<file path="config.mk">
export PLATFORM = sky130hd
export DESIGN_NAME = opd_decoder
export DESIGN_NICKNAME = d
export VERILOG_FILES = /design/src/core/opd_pkg.sv /design/src/core/opd_dec_if.sv /design/src/core/opd_cycle_count.sv /design/src/core/opd_decoder.sv /design/src/core/opd_field_decode.sv
export SDC_FILE = /design/constraint.sdc
export NUM_CORES = 1
export LEC_CHECK = 0
export BUFFER_PORTS_ARGS = -buffer_cell sky130_fd_sc_hd__buf_4
export CAP_MARGIN = 0
export CORE_UTILIZATION = 40
export DETAILED_ROUTE_END_ITERATION = 12
export PLACE_DENSITY_LB_ADDON = 0.08
export SLEW_MARGIN = 20
export SYNTH_ARGS = -nofsm -noshare
export SYNTH_HDL_FRONTEND = slang
export SYNTH_HIERARCHICAL = 1
export SYNTH_SLANG_ARGS = --single-unit
</file>
<file path="constraint.sdc">
create_clock -name clk_sys_i -period 2.45 [get_ports clk_sys_i]
set_clock_uncertainty 0.05 [all_clocks]
set_input_delay 0.245 -clock clk_sys_i [delete_from_list [all_inputs] [get_ports clk_sys_i]]
set_output_delay 0.245 -clock clk_sys_i [all_outputs]
set_load 0.01 [all_outputs]
</file>
<file path="src/core/opd_pkg.sv">
// package of opcode decoder constants and types
package opd_pkg;

	// ********************************
	// field positions and widths
	// ********************************
	localparam int OPD_OP_W     = 8;
	localparam int OPD_REG_W    = 3;
	localparam int OPD_PAIR_W   = 2;
	localparam int OPD_CYC_W    = 5;
	localparam int OPD_DST_LSB  = 3;
	localparam int OPD_SRC_LSB  = 0;
	localparam int OPD_PAIR_LSB = 4;

	// ********************************
	// register and pair codes
	// ********************************
	localparam logic [2:0] OPD_REG_B   = 3'h0;
	localparam logic [2:0] OPD_REG_C   = 3'h1;
	localparam logic [2:0] OPD_REG_D   = 3'h2;
	localparam logic [2:0] OPD_REG_E   = 3'h3;
	localparam logic [2:0] OPD_REG_H   = 3'h4;
	localparam logic [2:0] OPD_REG_L   = 3'h5;
	localparam logic [2:0] OPD_REG_MEM = 3'h6;
	localparam logic [2:0] OPD_REG_A   = 3'h7;
	localparam logic [1:0] OPD_PAIR_SP = 2'h3;

	// ********************************
	// opcode patterns
	// ********************************
	localparam logic [7:0] OPD_HALT_OP     = 8'h76;
	localparam logic [7:0] OPD_SWAP_OP     = 8'he3;
	localparam logic [7:0] OPD_ROT_L       = 8'h07;
	localparam logic [7:0] OPD_ROT_R       = 8'h0f;
	localparam logic [7:0] OPD_ROT_LC      = 8'h17;
	localparam logic [7:0] OPD_ROT_RC      = 8'h1f;
	localparam logic [1:0] OPD_GRP_00      = 2'h0;
	localparam logic [1:0] OPD_GRP_MOVE    = 2'h1;
	localparam logic [1:0] OPD_GRP_ALU     = 2'h2;
	localparam logic [1:0] OPD_GRP_11      = 2'h3;
	localparam logic [3:0] OPD_LO_LDPAIR   = 4'h1;
	localparam logic [3:0] OPD_LO_INC      = 4'h3;
	localparam logic [3:0] OPD_LO_DEC      = 4'hb;
	localparam logic [3:0] OPD_LO_ADDHL    = 4'h9;
	localparam logic [3:0] OPD_LO_PUSH     = 4'h5;
	localparam logic [3:0] OPD_LO_POP      = 4'h1;
	localparam logic [2:0] OPD_LO3_RET     = 3'h0;
	localparam logic [2:0] OPD_LO3_JMP     = 3'h2;
	localparam logic [2:0] OPD_LO3_CALL    = 3'h4;
	localparam logic [2:0] OPD_LO3_IMM     = 3'h6;

	// ********************************
	// cycle counts
	// ********************************
	localparam logic [4:0] OPD_CYC_COPY    = 5'h04;
	localparam logic [4:0] OPD_CYC_MEM     = 5'h07;
	localparam logic [4:0] OPD_CYC_HALT    = 5'h05;
	localparam logic [4:0] OPD_CYC_LDPAIR  = 5'h0a;
	localparam logic [4:0] OPD_CYC_PUSH    = 5'h0c;
	localparam logic [4:0] OPD_CYC_POP     = 5'h0a;
	localparam logic [4:0] OPD_CYC_SWAP    = 5'h10;
	localparam logic [4:0] OPD_CYC_JMP_NT  = 5'h07;
	localparam logic [4:0] OPD_CYC_JMP_T   = 5'h0a;
	localparam logic [4:0] OPD_CYC_CALL_NT = 5'h09;
	localparam logic [4:0] OPD_CYC_CALL_T  = 5'h12;
	localparam logic [4:0] OPD_CYC_RET_NT  = 5'h06;
	localparam logic [4:0] OPD_CYC_RET_T   = 5'h0c;
	localparam logic [4:0] OPD_CYC_ALU     = 5'h04;
	localparam logic [4:0] OPD_CYC_PAIRID  = 5'h06;
	localparam logic [4:0] OPD_CYC_ADDHL   = 5'h0a;
	localparam logic [4:0] OPD_CYC_ROT     = 5'h04;

	// ********************************
	// flag word bits
	// ********************************
	localparam int OPD_FLAG_CY = 0;
	localparam int OPD_FLAG_P  = 2;
	localparam int OPD_FLAG_Z  = 6;
	localparam int OPD_FLAG_S  = 7;

	typedef enum logic [4:0] {
		OPD_CLS_NONE,
		OPD_CLS_COPY_OP,
		OPD_CLS_STORE_MEM,
		OPD_CLS_LOAD_MEM,
		OPD_CLS_HALT_OP,
		OPD_CLS_LOAD_PAIR_IMMEDIATE,
		OPD_CLS_PUSH,
		OPD_CLS_POP,
		OPD_CLS_SWAP_STACK_TOP_HL,
		OPD_CLS_COND_JUMP,
		OPD_CLS_COND_CALL,
		OPD_CLS_COND_RET,
		OPD_CLS_ALU_REG,
		OPD_CLS_ALU_MEM,
		OPD_CLS_ALU_IMM,
		OPD_CLS_PAIR_INCREMENT,
		OPD_CLS_PAIR_DECREMENT,
		OPD_CLS_PAIR_ADD_TO_HL,
		OPD_CLS_ROTATE_LEFT_OP,
		OPD_CLS_ROTATE_RIGHT_OP,
		OPD_CLS_ROTATE_LEFT_CARRY_OP,
		OPD_CLS_ROTATE_RIGHT_CARRY_OP
	} opd_class_t;

	typedef enum logic [2:0] {
		OPD_ALU_ADD,
		OPD_ALU_ADD_CARRY,
		OPD_ALU_SUB,
		OPD_ALU_SUBTRACT_WITH_BORROW_OP,
		OPD_ALU_AND_OP,
		OPD_ALU_XOR_OP,
		OPD_ALU_OR_OP,
		OPD_ALU_COMPARE_OP
	} opd_alu_t;

	typedef enum logic [2:0] {
		OPD_CC_NOT_ZERO,
		OPD_CC_ZERO,
		OPD_CC_NO_CARRY,
		OPD_CC_CARRY,
		OPD_CC_PARITY_ODD,
		OPD_CC_PARITY_EVEN,
		OPD_CC_POSITIVE,
		OPD_CC_MINUS
	} opd_cond_t;

endpackage
</file>
<file path="src/core/opd_dec_if.sv">
// interface carrying decoded fields between decoder modules
`timescale 1ns/1ps
interface opd_dec_if;
	import opd_pkg::*;
	opd_class_t cls;
	logic [2:0] dest_field;
	logic [2:0] src_field;
	logic [1:0] pair;
	opd_cond_t  cond;
	opd_alu_t   alu;
	logic       pair_is_accumulator_flags_word;
	logic       cond_true;
	logic [4:0] cycles;

	modport producer (output cls, dest_field, src_field, pair, cond, alu, pair_is_accumulator_flags_word);
	modport timer    (input cls, cond, output cond_true, cycles);
	modport consumer (input cls, dest_field, src_field, pair, cond, alu, pair_is_accumulator_flags_word,
		cond_true, cycles);
endinterface

</file>
<file path="src/core/opd_cycle_count.sv">
// condition evaluation and clock-cycle count per class
`timescale 1ns/1ps
module opd_cycle_count (
	input  wire logic [7:0] flags_i,
	opd_dec_if.timer        dec
);
	import opd_pkg::*;

	function automatic logic cond_eval(input opd_cond_t c, input logic [7:0] f);
		logic r;
		r = 1'b0;
		case (c)
			OPD_CC_NOT_ZERO:   r = ~f[OPD_FLAG_Z];
			OPD_CC_ZERO:       r =  f[OPD_FLAG_Z];
			OPD_CC_NO_CARRY:   r = ~f[OPD_FLAG_CY];
			OPD_CC_CARRY:      r =  f[OPD_FLAG_CY];
			OPD_CC_PARITY_ODD: r = ~f[OPD_FLAG_P];
			OPD_CC_PARITY_EVEN:r =  f[OPD_FLAG_P];
			OPD_CC_POSITIVE:   r = ~f[OPD_FLAG_S];
			OPD_CC_MINUS:      r =  f[OPD_FLAG_S];
			default:           r = 1'b0;
		endcase
		return r;
	endfunction

	always_comb begin
		dec.cond_true = cond_eval(dec.cond, flags_i);
		case (dec.cls)
			OPD_CLS_COPY_OP:             dec.cycles = OPD_CYC_COPY;
			OPD_CLS_STORE_MEM,
			OPD_CLS_LOAD_MEM:            dec.cycles = OPD_CYC_MEM;
			OPD_CLS_HALT_OP:             dec.cycles = OPD_CYC_HALT;
			OPD_CLS_LOAD_PAIR_IMMEDIATE: dec.cycles = OPD_CYC_LDPAIR;
			OPD_CLS_PUSH:                dec.cycles = OPD_CYC_PUSH;
			OPD_CLS_POP:                 dec.cycles = OPD_CYC_POP;
			OPD_CLS_SWAP_STACK_TOP_HL:   dec.cycles = OPD_CYC_SWAP;
			OPD_CLS_COND_JUMP:           dec.cycles = dec.cond_true ? OPD_CYC_JMP_T : OPD_CYC_JMP_NT;
			OPD_CLS_COND_CALL:           dec.cycles = dec.cond_true ? OPD_CYC_CALL_T : OPD_CYC_CALL_NT;
			OPD_CLS_COND_RET:            dec.cycles = dec.cond_true ? OPD_CYC_RET_T : OPD_CYC_RET_NT;
			OPD_CLS_ALU_REG:             dec.cycles = OPD_CYC_ALU;
			OPD_CLS_ALU_MEM,
			OPD_CLS_ALU_IMM:             dec.cycles = OPD_CYC_MEM;
			OPD_CLS_PAIR_INCREMENT,
			OPD_CLS_PAIR_DECREMENT:      dec.cycles = OPD_CYC_PAIRID;
			OPD_CLS_PAIR_ADD_TO_HL:      dec.cycles = OPD_CYC_ADDHL;
			OPD_CLS_ROTATE_LEFT_OP,
			OPD_CLS_ROTATE_RIGHT_OP,
			OPD_CLS_ROTATE_LEFT_CARRY_OP,
			OPD_CLS_ROTATE_RIGHT_CARRY_OP: dec.cycles = OPD_CYC_ROT;
			default:                     dec.cycles = 5'h00;
		endcase
	end
endmodule

</file>
<file path="src/core/opd_decoder.sv">
// registered top of the processor opcode decoder
// ********************************
// Overview of operation
// - 01 dest src copies a register to a register in 4 cycles.
// - 01110 src stores a register to memory at the high/low pair, 7 cycles.
// - 01 dest 110 loads a register from memory at high/low pair, 7 cycles.
// - register codes B0 C1 D2 E3 H4 L5 memory6 accumulator7.
// - 00 pp 0001 loads 16-bit immediate into pair B/D/H/SP, 10 cycles.
// - 11 pp 0101 pushes a pair in 12 cycles; pair 11 is accumulator and flags.
// - 11 pp 0001 pops a pair in 10 cycles; pair 11 restores accumulator and flags.
// - 11100011 swaps stack top with high/low pair in 16 cycles.
// - bits 5:3 select nz, z, nc, c, po, pe, p, m conditions.
// - conditional jumps take 7 or 10 cycles, calls 9 or 18.
// - 11 ccc 000 conditional return takes 6 or 12 cycles.
// - 10 op src applies one of eight ALU operations in 4 cycles.
// - 10 op 110 applies the ALU operation to memory in 7 cycles.
// - 11 op 110 applies the ALU operation to the immediate byte, 7 cycles.
// - 00 pp 0011 increments, 00 pp 1011 decrements a pair, 6 cycles.
// - 00 pp 1001 adds a pair to the high/low pair in 10 cycles.
// - rotates left, right, left through carry, right through carry, 4 cycles.
// ********************************
`timescale 1ns/1ps
module opd_decoder (
	input  wire logic                 clk_sys_i,
	input  wire logic                 resetn_i,
	input  wire logic                 op_valid_i,
	input  wire logic [7:0]           opcode_i,
	input  wire logic [7:0]           flags_i,
	output logic                      dec_valid_o,
	output opd_pkg::opd_class_t       class_o,
	output logic [2:0]                dest_field_o,
	output logic [2:0]                src_field_o,
	output logic [1:0]                pair_o,
	output opd_pkg::opd_cond_t        cond_o,
	output opd_pkg::opd_alu_t         alu_o,
	output logic                      accumulator_flags_word_o,
	output logic                      cond_true_o,
	output logic [4:0]                cycles_o,
	output logic                      dest_mem_o,
	output logic                      src_mem_o
);
	import opd_pkg::*;

	opd_dec_if dec ();

	opd_field_decode u_field (
		.opcode_i (opcode_i),
		.dec      (dec.producer)
	);

	opd_cycle_count u_cycle (
		.flags_i (flags_i),
		.dec     (dec.timer)
	);

	// ********************************
	// output registers
	// ********************************
	logic       next_valid;
	opd_class_t next_class;
	logic [2:0] next_dest;
	logic [2:0] next_src;
	logic [1:0] next_pair;
	opd_cond_t  next_cond;
	opd_alu_t   next_alu;
	logic       next_afw;
	logic       next_ct;
	logic [4:0] next_cycles;
	logic       next_dmem;
	logic       next_smem;

	// fields hold their last value when no opcode arrives
	always_comb begin
		next_valid  = op_valid_i;
		next_class  = class_o;
		next_dest   = dest_field_o;
		next_src    = src_field_o;
		next_pair   = pair_o;
		next_cond   = cond_o;
		next_alu    = alu_o;
		next_afw    = accumulator_flags_word_o;
		next_ct     = cond_true_o;
		next_cycles = cycles_o;
		next_dmem   = dest_mem_o;
		next_smem   = src_mem_o;
		if (op_valid_i) begin
			next_class  = dec.cls;
			next_dest   = dec.dest_field;
			next_src    = dec.src_field;
			next_pair   = dec.pair;
			next_cond   = dec.cond;
			next_alu    = dec.alu;
			next_afw    = dec.pair_is_accumulator_flags_word;
			next_ct     = dec.cond_true;
			next_cycles = dec.cycles;
			next_dmem   = (dec.cls == OPD_CLS_STORE_MEM);
			next_smem   = (dec.cls == OPD_CLS_LOAD_MEM) || (dec.cls == OPD_CLS_ALU_MEM);
		end
	end

	always_ff @(posedge clk_sys_i) begin
		if (!resetn_i) begin
			dec_valid_o              <= 1'b0;
			class_o                  <= OPD_CLS_NONE;
			dest_field_o             <= OPD_REG_B;
			src_field_o              <= OPD_REG_B;
			pair_o                   <= 2'h0;
			cond_o                   <= OPD_CC_NOT_ZERO;
			alu_o                    <= OPD_ALU_ADD;
			accumulator_flags_word_o <= 1'b0;
			cond_true_o              <= 1'b0;
			cycles_o                 <= 5'h00;
			dest_mem_o               <= 1'b0;
			src_mem_o                <= 1'b0;
		end else begin
			dec_valid_o              <= next_valid;
			class_o                  <= next_class;
			dest_field_o             <= next_dest;
			src_field_o              <= next_src;
			pair_o                   <= next_pair;
			cond_o                   <= next_cond;
			alu_o                    <= next_alu;
			accumulator_flags_word_o <= next_afw;
			cond_true_o              <= next_ct;
			cycles_o                 <= next_cycles;
			dest_mem_o               <= next_dmem;
			src_mem_o                <= next_smem;
		end
	end
endmodule

</file>
<file path="src/core/opd_field_decode.sv">
// combinational opcode classifier and field extractor
`timescale 1ns/1ps
module opd_field_decode (
	input  wire logic [7:0] opcode_i,
	opd_dec_if.producer     dec
);
	import opd_pkg::*;

	logic [1:0] grp;
	logic [2:0] lo3;
	logic [3:0] lo4;

	always_comb begin
		grp = opcode_i[7:6];
		lo3 = opcode_i[2:0];
		lo4 = opcode_i[3:0];
		dec.dest_field = opcode_i[OPD_DST_LSB +: OPD_REG_W];
		dec.src_field  = opcode_i[OPD_SRC_LSB +: OPD_REG_W];
		dec.pair       = opcode_i[OPD_PAIR_LSB +: OPD_PAIR_W];
		dec.cond       = opd_cond_t'(opcode_i[OPD_DST_LSB +: OPD_REG_W]);
		dec.alu        = opd_alu_t'(opcode_i[OPD_DST_LSB +: OPD_REG_W]);
		dec.cls        = OPD_CLS_NONE;
		if (opcode_i == OPD_HALT_OP) begin
			dec.cls = OPD_CLS_HALT_OP;
		end else begin
			case (grp)
				OPD_GRP_MOVE: begin
					if (dec.dest_field == OPD_REG_MEM)
						dec.cls = OPD_CLS_STORE_MEM;
					else if (dec.src_field == OPD_REG_MEM)
						dec.cls = OPD_CLS_LOAD_MEM;
					else
						dec.cls = OPD_CLS_COPY_OP;
				end
				OPD_GRP_ALU: begin
					dec.cls = (dec.src_field == OPD_REG_MEM) ? OPD_CLS_ALU_MEM : OPD_CLS_ALU_REG;
				end
				OPD_GRP_00: begin
					case (opcode_i)
						OPD_ROT_L:  dec.cls = OPD_CLS_ROTATE_LEFT_OP;
						OPD_ROT_R:  dec.cls = OPD_CLS_ROTATE_RIGHT_OP;
						OPD_ROT_LC: dec.cls = OPD_CLS_ROTATE_LEFT_CARRY_OP;
						OPD_ROT_RC: dec.cls = OPD_CLS_ROTATE_RIGHT_CARRY_OP;
						default: begin
							case (lo4)
								OPD_LO_LDPAIR: dec.cls = OPD_CLS_LOAD_PAIR_IMMEDIATE;
								OPD_LO_INC:    dec.cls = OPD_CLS_PAIR_INCREMENT;
								OPD_LO_DEC:    dec.cls = OPD_CLS_PAIR_DECREMENT;
								OPD_LO_ADDHL:  dec.cls = OPD_CLS_PAIR_ADD_TO_HL;
								default:       dec.cls = OPD_CLS_NONE;
							endcase
						end
					endcase
				end
				default: begin
					if (opcode_i == OPD_SWAP_OP)
						dec.cls = OPD_CLS_SWAP_STACK_TOP_HL;
					else if (lo4 == OPD_LO_PUSH)
						dec.cls = OPD_CLS_PUSH;
					else if (lo4 == OPD_LO_POP)
						dec.cls = OPD_CLS_POP;
					else begin
						case (lo3)
							OPD_LO3_RET:  dec.cls = OPD_CLS_COND_RET;
							OPD_LO3_JMP:  dec.cls = OPD_CLS_COND_JUMP;
							OPD_LO3_CALL: dec.cls = OPD_CLS_COND_CALL;
							OPD_LO3_IMM:  dec.cls = OPD_CLS_ALU_IMM;
							default:      dec.cls = OPD_CLS_NONE;
						endcase
					end
				end
			endcase
		end
		dec.pair_is_accumulator_flags_word = (dec.cls == OPD_CLS_PUSH || dec.cls == OPD_CLS_POP)
			&& dec.pair == OPD_PAIR_SP;
	end
endmodule

</file>
==> summary.md, run 1 <==
| Metric | Value |
|---|---|
| Initial antenna violation count | 0 |
| Post-Syn Area per Cell | 9.12 µm² |
| Required time of the critical path | 2620 ps |
| Clk slew on worst S/H paths | 70 ps |
| Final Cycle Share | 85.9% |
| Unrepaired setup endpoints after global routing | false |
| Total die area | 4930 µm² |
| Max-slew violation count | 0 |
| Post-synth cell types | 48 |
| Total power per unit cell area | 596 nW/µm² |
| Crit path launch | opcode_i[1] |
| Postcts setup bufs | 0 |
| Met2 Usage GRT | 28.8% |
| Ys async rst share | 0% |
| MaxCap Viol Count | 0 |
| Register area share after synthesis | 31.2% |
| Mapped Cells | 204 |
| Cell Count, Final, Fillers Out | 289 |
| Total congestion overflow | 0 |
| First-pass GRT wire length | 6950 µm |
| Max rail drop VDD | 0.000325 V |
| Die height | 70.2 µm |
| Setup CP Type | input port to register |
| Largest net degree at the start of global routing | 32 |
| DR pass1 iterations | 5 |
| Detail Route Antenna Nets | 0 |
| Buffer type at the clock tree root | clkbuf_8 |
| EDFF count, synth | 0 |
| Nature of the critical path endpoint | register |
| Startpoint types | input port |
| Final Hold Viols | 0 |
| Initial core utilization | 42.1% |
| Cells after DPL | 281 |
| Tot GR Track Use | 17.9% |
| IO Pins | 48 |
| Setup TNS | 0 ps |
| Final routed DRC violation total | 0 |
| CTS Hold Bufs | 0 |
| F_max | 475 MHz |
| Vias per cell | 5.28 |
| Worst flop-to-flop path startpoint | cond_true_o |
| Placer Congestion | 0.847 |
| Total of fill cells in the finished design | 439 |
| Status | finished, final reports clean |
| IO buf count | 43 |
| Final instance area | 2230 µm² |
| Slew headroom | 68.3% |
| Final core utilization | 50.6% |
| Per-cell routed wire length | 14.2 µm |
| Total Wirelength | 4100 µm |
| Layout cells sized above 1 | 27.8% |
| Hold_sp | opcode_i[5] |
| Crit Path Max Fanout | 13 |
| Vias | 1525 |
| FF+latch count, synth | 29 |
| P_leak | 1.02 nW |
| Hold Path Class | input port to register |
| Sink Count | 29 |
| Layout Area Growth over Synthesis | 20.0% |
| Syn nets | 223 |
| Ant diodes | 0 |
| H-tree depth | 2 |
| Synth Flop Type | dfxtp_1 |
| Mapped Area | 1860 µm² |
| CTS-repair resized insts | 0 |
| Met3 usage | 4.33% |
| Final min period | 2100 ps |
| Starting DRC count in detailed routing | 85 |
| Final setup fails | 0 |
| Width of the chip | 70.2 µm |
| Dpl hpwl | 2840 µm |
| # rows | 24 |
| Multi-input logic area | 1050 µm² |
| GRT met1 Usage | 23.6% |
| Placed inst area | 2110 µm² |
| Core box area | 4410 µm² |
| Total CTS buffers | 5 |
| Reg area | 581 µm² |
| Vias in the first global route | 1476 |
| CTS tree | done |
| YS warnings | 6 |
| Clk Latency, worst-skew pair | 280 ps |
| Total chip power | 1.33 mW |
| Arr. time, crit path | 2280 ps |
| Worst-Margin Slew | 476 ps |
| GRT Max-Usage Layer | met2 |
| Final nets | 255 |
| Clock tree buffer depth | 2 |
==> metal layers <==
layer  part of all wire [%]  wire length, µm  vias up
met3                    3.9              162        4
met1                     48             1950      724
li1                       -                -      761
met2                     48             1950       36
met5                      0                0        -
met4                   0.85               35        0
==> metrics by stage <==
step	hold slack, ps	worst slack [ps]
finish	244	345
global route	282	209
CTS	240	360
detailed placement	429	52.9
global placement	420	131
floorplan	438	204
==> synthesized netlist by cell type (2+ instances only) <==
cell / instances / share of area (%)
nand2b_1: 6 / 2.0
buf_12: 2 / 2.2
nand2_1: 5 / 1.0
o21ai_0: 10 / 2.7
dfxtp_1: 29 / 31
and4b_1: 3 / 1.6
o22ai_1: 2 / 0.67
nor2_1: 7 / 1.4
mux2i_1: 27 / 15
nor2b_1: 31 / 10
a21o_1: 2 / 0.81
inv_1: 3 / 0.61
clkbuf_1: 6 / 1.2
nor3b_1: 6 / 2.4
a21oi_1: 10 / 2.7
and3b_1: 3 / 1.4
buf_4: 14 / 5.6
o21ai_1: 2 / 0.54
buf_2: 5 / 1.3
nand3b_1: 2 / 0.81
o21bai_1: 2 / 0.81
==> placed cells by master (no fill, tap or decap), types with 2 or more instances in the layout <==
master    Yosys  routed
dfxtp_1      29      29
o21bai_1      2       2
o21ai_1       2       2
nor3b_1       6       6
nor2_1        7       7
clkbuf_8      0       6
mux2i_1      27      27
nand3b_1      2       2
nand2_1       5       5
and4b_1       3       3
o21ai_0      10      10
nand2b_1      6       6
nor2b_1      31      31
inv_1         3       3
a21oi_1      10      10
a21o_1        2       2
buf_4        14      54
and3b_1       3       3
o22ai_1       2       2
==> cells by family (layout without fill, tap and decap cells) <==
logic type             count (synthesis)  count (layout)  share of synthesized area (%)
buffers and inverters                 32              65                           12.4
flip-flops                            29              29                           31.2
AND/OR/NAND/NOR                       75              75                           26.0
multiplexers                          28              28                           15.7
AO/OA/AOI/OAI                         37              37                           12.0
XOR/XNOR                               3               3                           2.62
==> path summary, 6_finish.rpt <==
path	slack (ps)	cells after the start	endpoint
worst max-delay path	350	12	cycles_o[0]
worst min-delay path	240	3	alu_o[2]
worst max register to register	1770	2	cond_true_o
worst min register to register	430	2	dest_mem_o
==> power by group <==
part,internal (mW),leakage [nW],total (mW),switching (mW)
logic,0.149,0.726,0.293,0.144
registers,0.499,0.238,0.513,0.0139
clock network,0.330,0.0574,0.524,0.193
total,0.978,1.02,1.33,0.352
==> registers in the layout (all words and copies together), names as in the netlist, 2 cells and up <==
register      flops
src_field_o       3
alu_o             3
cond_o            3
cycles_o          5
dest_field_o      3
pair_o            2
class_o           5
==> layout make-up <==
type / count / area share [%]
Sequential cell: 29 / 26.0
Inverter: 3 / 0.504
Clock inverter: 2 / 1.68
Multi-Input combinational cell: 143 / 47.0
Timing Repair Buffer: 54 / 18.2
Tap cell: 52 / 2.91
Clock buffer: 6 / 3.70
==> worst max-delay path: stages <==
cell	delay, ps
buf_4	150
and4b_2	240
o21bai_1	180
a21oi_1	90
or3_1	380
buf_4	200
xor2_1	160
nor3b_1	180
a31oi_1	70
o22ai_1	180
mux2i_1	100
nor2b_1	110
(Power assumes the default switching activity.)
==> inputs of run 2 (changes only) <==
--- a/config.mk
+++ b/config.mk
@@ -10,6 +10,7 @@
 export CORE_UTILIZATION = 40
 export DETAILED_ROUTE_END_ITERATION = 12
 export PLACE_DENSITY_LB_ADDON = 0.08
+export REMOVE_ABC_BUFFERS = 1
 export SLEW_MARGIN = 20
 export SYNTH_ARGS = -nofsm -noshare
 export SYNTH_HDL_FRONTEND = slang
==> run 2 against run 1 <==
Against the previous run:
- cell count down 0.69%
- critical path depth down 2
- via count down 1.5%
- clock power down 29%
- die area unchanged
- combinational power about the same
- setup slack better by 13 ps
- flip-flop and latch count unchanged
- sequential share of layout area up 0.48 points
- largest cell class unchanged
- largest power group is now sequential cells
- highest routed layer unchanged
==> summary.md, run 2 (synthesis results as in run 1) <==
| Metric | Value |
|---|---|
| IO Pins | 48 (unchanged) |
| Per-cell routed wire length | 13.6 µm (-4.2%) |
| Total congestion overflow | 0 (unchanged) |
| Worst-Margin Slew | 474 ps (-1.44 ps) |
| Final routed DRC violation total | 0 (unchanged) |
| Top flop regs | class_o: 5 flops, cycles_o: 5 flops |
| P_leak | 1.00 nW (-1.8%) |
| Sink Count | 29 (unchanged) |
| Unrepaired setup endpoints after global routing | false |
| Largest net degree at the start of global routing | 32 (unchanged) |
| Starting DRC count in detailed routing | 61 (-28%) |
| # rows | 24 (unchanged) |
| DR pass1 iterations | 4 (-1) |
| Layout cells sized above 1 | 26.8% (-1.0 points) |
| Buffer type at the clock tree root | clkbuf_8 |
| Layout Area Growth over Synthesis | 17.8% |
| CTS-repair resized insts | 0 (unchanged) |
| Total Wirelength | 3900 µm (-4.9%) |
| Arr. time, crit path | 2250 ps (-30 ps) |
| Initial core utilization | 42.1% (unchanged) |
| Core box area | 4410 µm² (unchanged) |
| Post-route worst setup slack | 358 ps (+12.8 ps) |
| Setup CP Type | input port to register |
| Setup TNS | 0 ps (unchanged) |
| Crit Path Max Fanout | 10 (-3) |
| Hold Path Class | input port to register |
| Final min period | 2090 ps (-12.8 ps) |
| IO buf count | 43 (unchanged) |
| Cell with the largest stage delay on the worst path | xor3_1 |
| Die height | 70.2 µm (unchanged) |
| Final instance area | 2190 µm² (-1.8%) |
| Final Hold Viols | 0 (unchanged) |
| MaxCap Viol Count | 0 (unchanged) |
| Reg2Reg Depth | 2 (unchanged) |
| Max-slew violation count | 0 (unchanged) |
| Total chip power | 1.18 mW (-12%) |
| Crit path launch | opcode_i[6] |
| Slew headroom | 68.4% (+0.096 points) |
| Cells along the critical path | buf_4, or3b_1, o21bai_1, a21oi_1, or3_1, xor3_1, nor3b_1, a211o_1, mux2i_1, nor2b_1 |
| Total power per unit cell area | 536 nW/µm² (-10%) |
| R2r setup slk | 1780 ps (about the same) |
| Total CTS buffers | 5 (unchanged) |
| Max rail drop VDD | 0.000430 V (+32%) |
| Clock tree buffer depth | 2 (unchanged) |
| Nature of the critical path endpoint | register |
| Tot GR Track Use | 16.3% (-1.5 points) |
| Total die area | 4930 µm² (unchanged) |
| Critical Path End | cycles_o[1] |
| Worst flop-to-flop path startpoint | cycles_o[4] |
| First-pass GRT wire length | 6600 µm (-5.0%) |
| Vias | 1502 (-1.5%) |
| Width of the chip | 70.2 µm (unchanged) |
| Reg-to-Reg End | cycles_o[4] |
| Clk slew on worst S/H paths | 60 ps (about the same) |
| Final Cycle Share | 85.4% (-0.52 points) |
| Required time of the critical path | 2610 ps (about the same) |
| F_max | 478 MHz (+0.61%) |
| CTS Hold Bufs | 0 (unchanged) |
| Final setup fails | 0 (unchanged) |
| Initial antenna violation count | 0 (unchanged) |
| Dpl hpwl | 2760 µm (-3.0%) |
| H-tree depth | 2 (unchanged) |
| Placer Congestion | 0.774 (-8.6%) |
| Startpoint types | input port |
| Final nets | 253 (-0.78%) |
| Vias per cell | 5.23 (-0.82%) |
| Clk Latency, worst-skew pair | 270 ps (about the same) |
| Postcts setup bufs | 0 (unchanged) |
| Max stage delay on crit path | 440 ps (+60 ps) |
| Placed inst area | 2110 µm² (-0.12%) |
| Status | finished, final reports clean |
| Commonest non-fill, non-tap cell in the layout | buf_4 |
| Pre-CTS setup slack | 106 ps (+52.8 ps) |
| Most frequent cells in the layout | buf_4 (51), nor2b_1 (31), dfxtp_1 (29), mux2i_1 (27) |
| Ant diodes | 0 (unchanged) |
| Detail Route Antenna Nets | 0 (unchanged) |
| CTS tree | done |
| Vias in the first global route | 1441 (-2.4%) |
==> run 2: cell types whose count changed in the layout (fill, tap and decap cells not counted) <==
cell        previous run  this run
bufinv_16              1         0
clkbuf_8               6         5
clkinv_2               0         2
clkbuf_1               0         1
buf_12                 0         1
buf_4                 54        51
clkinvlp_4             1         0
==> run 2: final cells by class <==
type,instances,area [µm²]
clock buffers,6,72.6
clock inverters,2,10.0
fillers,425,2220
inverters,3,11.3
multi-input cells,143,1050
flip-flops and latches,29,581
well taps,52,65.1
repair buffers,52,403
==> run 2: worst max-delay path, delay by kind of cell <==
kind                      cells  cell delay [ps]
and+or+nand+nor               4              910
buffers and inverters         1              140
xor gates and xnor gates      1              440
AOI/OAI and AO/OA             3              450
muxes                         1               60
==> run 2: per-stage QoR <==
stage,utilization [%],instances,hold WS (ps)
finish,49.7,287,212
global route,49.7,287,232
global placement,47.8,279,409
detailed placement,47.8,279,418
CTS,49.7,287,214
floorplan,-,175,317
==> run 2: routing by layer <==
| metal | up-vias | global-route usage, % | routed length, µm |
|---|---|---|---|
| li1 | 752 | - | - |
| met1 | 712 | 21.9 | 1900 |
| met2 | 34 | 25.4 | 1780 |
| met3 | 4 | 4.04 | 182 |
| met4 | 0 | 6.00 | 34 |
| met5 | - | 0 | 0 |
==> run 2: how the worst min path moves through the flow <==
| stage | from | end | slack [ps] | cells after the start |
|---|---|---|---|---|
| finish | opcode_i[1] | src_field_o[1] | 210 | 3 |
| floorplan | op_valid_i | dec_valid_o | 320 | 1 |
| CTS | opcode_i[1] | src_field_o[1] | 210 | 3 |
| detailed placement | dest_mem_o | dest_mem_o | 420 | 2 |
| global placement | dest_mem_o | dest_mem_o | 410 | 2 |
| global route | opcode_i[1] | src_field_o[1] | 230 | 3 |
==> run 2: where the power goes <==
part,internal [mW],leakage [nW],switching (mW)
Combinational,0.151,0.719,0.142
Clock,0.196,0.0450,0.174
Sequential,0.499,0.238,0.0136
Total,0.847,1.00,0.329
==> inputs of run 3 (changes only) <==
--- a/config.mk
+++ b/config.mk
@@ -8,6 +8,8 @@
 export BUFFER_PORTS_ARGS = -buffer_cell sky130_fd_sc_hd__buf_4
 export CAP_MARGIN = 0
 export CORE_UTILIZATION = 40
+export CTS_BUF_LIST = sky130_fd_sc_hd__clkbuf_4 sky130_fd_sc_hd__clkbuf_8
+export CTS_CLUSTER_SIZE = 20
 export DETAILED_ROUTE_END_ITERATION = 12
 export PLACE_DENSITY_LB_ADDON = 0.08
 export REMOVE_ABC_BUFFERS = 1
@@ -16,3 +18,4 @@
 export SYNTH_HDL_FRONTEND = slang
 export SYNTH_HIERARCHICAL = 1
 export SYNTH_SLANG_ARGS = --single-unit
+export TNS_END_PERCENT = 30
==> run 3 against run 2 <==
Against the previous run:
- final area grew 0.17%
- non-clock buffer count is the same
- core utilization grew 0.085 points
- setup slack gained 2.9 ps
- combinational power is essentially flat
- routed wire length grew 0.23%
- critical path depth is the same
- global-route usage is the same
- maximum frequency grew 0.14%
- flip-flop and latch count is the same
- via count is the same
- first-iteration DRC count shrank 9.8%
- critical path type unchanged
- largest cell class unchanged
==> summary.md, run 3 (synthesis results as in run 1) <==
| Metric | Value |
|---|---|
| Die height | 70.2 µm (unchanged) |
| Clock tree buffer depth | 2 (unchanged) |
| Top flop regs | class_o: 5 flops, cycles_o: 5 flops |
| Cells along the critical path | buf_4, or3b_1, o21bai_1, a21oi_1, or3_1, xor3_1, nor3b_1, a211o_1, mux2i_1, nor2b_1 |
| Max rail drop VDD | 0.000430 V (about the same) |
| IO buf count | 43 (unchanged) |
| Core box area | 4410 µm² (unchanged) |
| Status | finished, final reports clean |
| Setup CP Type | input port to register |
| Layout cells sized above 1 | 27.2% (+0.43 points) |
| Final nets | 253 (unchanged) |
| Final Hold Viols | 0 (unchanged) |
| Total congestion overflow | 0 (unchanged) |
| Total power per unit cell area | 540 nW/µm² (+0.72%) |
| Placed inst area | 2110 µm² (unchanged) |
| MaxCap Viol Count | 0 (unchanged) |
| IO Pins | 48 (unchanged) |
| CTS tree | done |
| Total Wirelength | 3910 µm (+0.23%) |
| Hold_ws | 211 ps (-0.255 ps) |
| Postcts setup bufs | 0 (unchanged) |
| F_max | 479 MHz (+0.14%) |
| Max-slew violation count | 0 (unchanged) |
| Cell with the largest stage delay on the worst path | xor3_1 |
| Setup TNS | 0 ps (unchanged) |
| Dpl hpwl | 2760 µm (unchanged) |
| Placer Congestion | 0.774 (unchanged) |
| Pre-CTS setup slack | 106 ps (unchanged) |
| First-pass GRT wire length | 6600 µm (unchanged) |
| Ant diodes | 0 (unchanged) |
| Cells after DPL | 279 (unchanged) |
| GRT Max-Usage Layer | met2 |
| Hold Path Class | input port to register |
| Final Cycle Share | 85.3% (-0.12 points) |
| Final setup fails | 0 (unchanged) |
| Buffer type at the clock tree root | clkbuf_8 |
| CTS-repair resized insts | 0 (unchanged) |
| Clk slew on worst S/H paths | 60 ps (about the same) |
| Total CTS buffers | 5 (unchanged) |
| Reg-to-Reg End | cycles_o[4] |
| # rows | 24 (unchanged) |
| Detail Route Antenna Nets | 0 (unchanged) |
| Width of the chip | 70.2 µm (unchanged) |
| GRT met1 Usage | 21.9% (unchanged) |
| R2r setup slk | 1780 ps (about the same) |
| Met2 Usage GRT | 25.4% (unchanged) |
| Critical Path End | cycles_o[1] |
| Cell Count, Final, Fillers Out | 287 (unchanged) |
| Initial core utilization | 42.1% (unchanged) |
| Final instance area | 2200 µm² (+0.17%) |
| Vias per cell | 5.23 (unchanged) |
| Met3 usage | 4.04% (unchanged) |
| Unrepaired setup endpoints after global routing | false |
| Final core utilization | 49.7% (+0.085 points) |
| Per-cell routed wire length | 13.6 µm (+0.23%) |
| Startpoint types | input port |
| Total chip power | 1.19 mW (+0.89%) |
| Arr. time, crit path | 2250 ps (about the same) |
| Required time of the critical path | 2610 ps (about the same) |
| Final min period | 2090 ps (-2.89 ps) |
| Hold Path Depth | 3 (unchanged) |
| CTS Hold Bufs | 0 (unchanged) |
| Final routed DRC violation total | 0 (unchanged) |
| Starting DRC count in detailed routing | 55 (-9.8%) |
| Max stage delay on crit path | 440 ps (about the same) |
| Nature of the critical path endpoint | register |
| Total die area | 4930 µm² (unchanged) |
| Layout Area Growth over Synthesis | 18.0% |
| Crit path launch | opcode_i[6] |
| Commonest non-fill, non-tap cell in the layout | buf_4 |
| Tot GR Track Use | 16.3% (unchanged) |
| Reg2Reg Depth | 2 (unchanged) |
| H-tree depth | 2 (unchanged) |
| Worst flop-to-flop path startpoint | cycles_o[4] |
| Clk Latency, worst-skew pair | 270 ps (about the same) |
| Crit Path Max Fanout | 10 (unchanged) |
| DR pass1 iterations | 4 (unchanged) |
| Worst-Margin Slew | 476 ps (+1.95 ps) |
| Vias | 1502 (unchanged) |
| P_leak | 1.01 nW (+0.34%) |
| Largest net degree at the start of global routing | 32 (unchanged) |
| Initial antenna violation count | 0 (unchanged) |
| Slew headroom | 68.2% (-0.13 points) |
| Most frequent cells in the layout | buf_4 (51), nor2b_1 (31), dfxtp_1 (29), mux2i_1 (27) |
| Post-route worst setup slack | 361 ps (+2.89 ps) |
| Vias in the first global route | 1438 (-0.21%) |
| Sink Count | 29 (unchanged) |
run 3: cell types whose count changed in the layout (fill, tap and decap cells not counted):
| cell | change |
|---|---|
| clkbuf_4 | +1 |
| clkbuf_1 | -1 |
run 3: report_power, final:
part	switching [mW]	internal (mW)
logic	0.142	0.151
registers	0.0136	0.499
clock network	0.173	0.207
run 3: area by class of cell:
cell class | count | area (µm²)
repair buffers | 52 | 403
fillers | 422 | 2220
well taps | 52 | 65.1
flip-flops and latches | 29 | 581
multi-input cells | 143 | 1050
inverters | 3 | 11.3
clock buffers | 6 | 76.3
clock inverters | 2 | 10.0
run 3: worst max-delay path, delay by kind of cell:
kind	cells	cell delay (ps)
compound gates	3	450
simple gates	4	910
xor+xnor	1	440
mux	1	60
buf+inv	1	140
run 3: worst min path at each step:
| stage | slack (ps) | startpoint | end |
|---|---|---|---|
| 2_1_floorplan | 320 | op_valid_i | dec_valid_o |
| 3_3_place_gp | 410 | dest_mem_o | dest_mem_o |
| 3_5_place_dp | 420 | dest_mem_o | dest_mem_o |
| 4_1_cts | 210 | opcode_i[1] | src_field_o[1] |
| 5_1_grt | 230 | opcode_i[1] | src_field_o[1] |
| 6_report | 210 | opcode_i[1] | src_field_o[1] |
run 3: layer usage:
| layer | routed length [µm] | up-vias | part of all wire (%) |
|---|---|---|---|
| li1 | - | 751 | - |
| met4 | 34 | 0 | 0.87 |
| met3 | 170 | 4 | 4.3 |
| met1 | 1930 | 715 | 49 |
| met2 | 1780 | 32 | 45 |
| met5 | 0 | - | 0 |
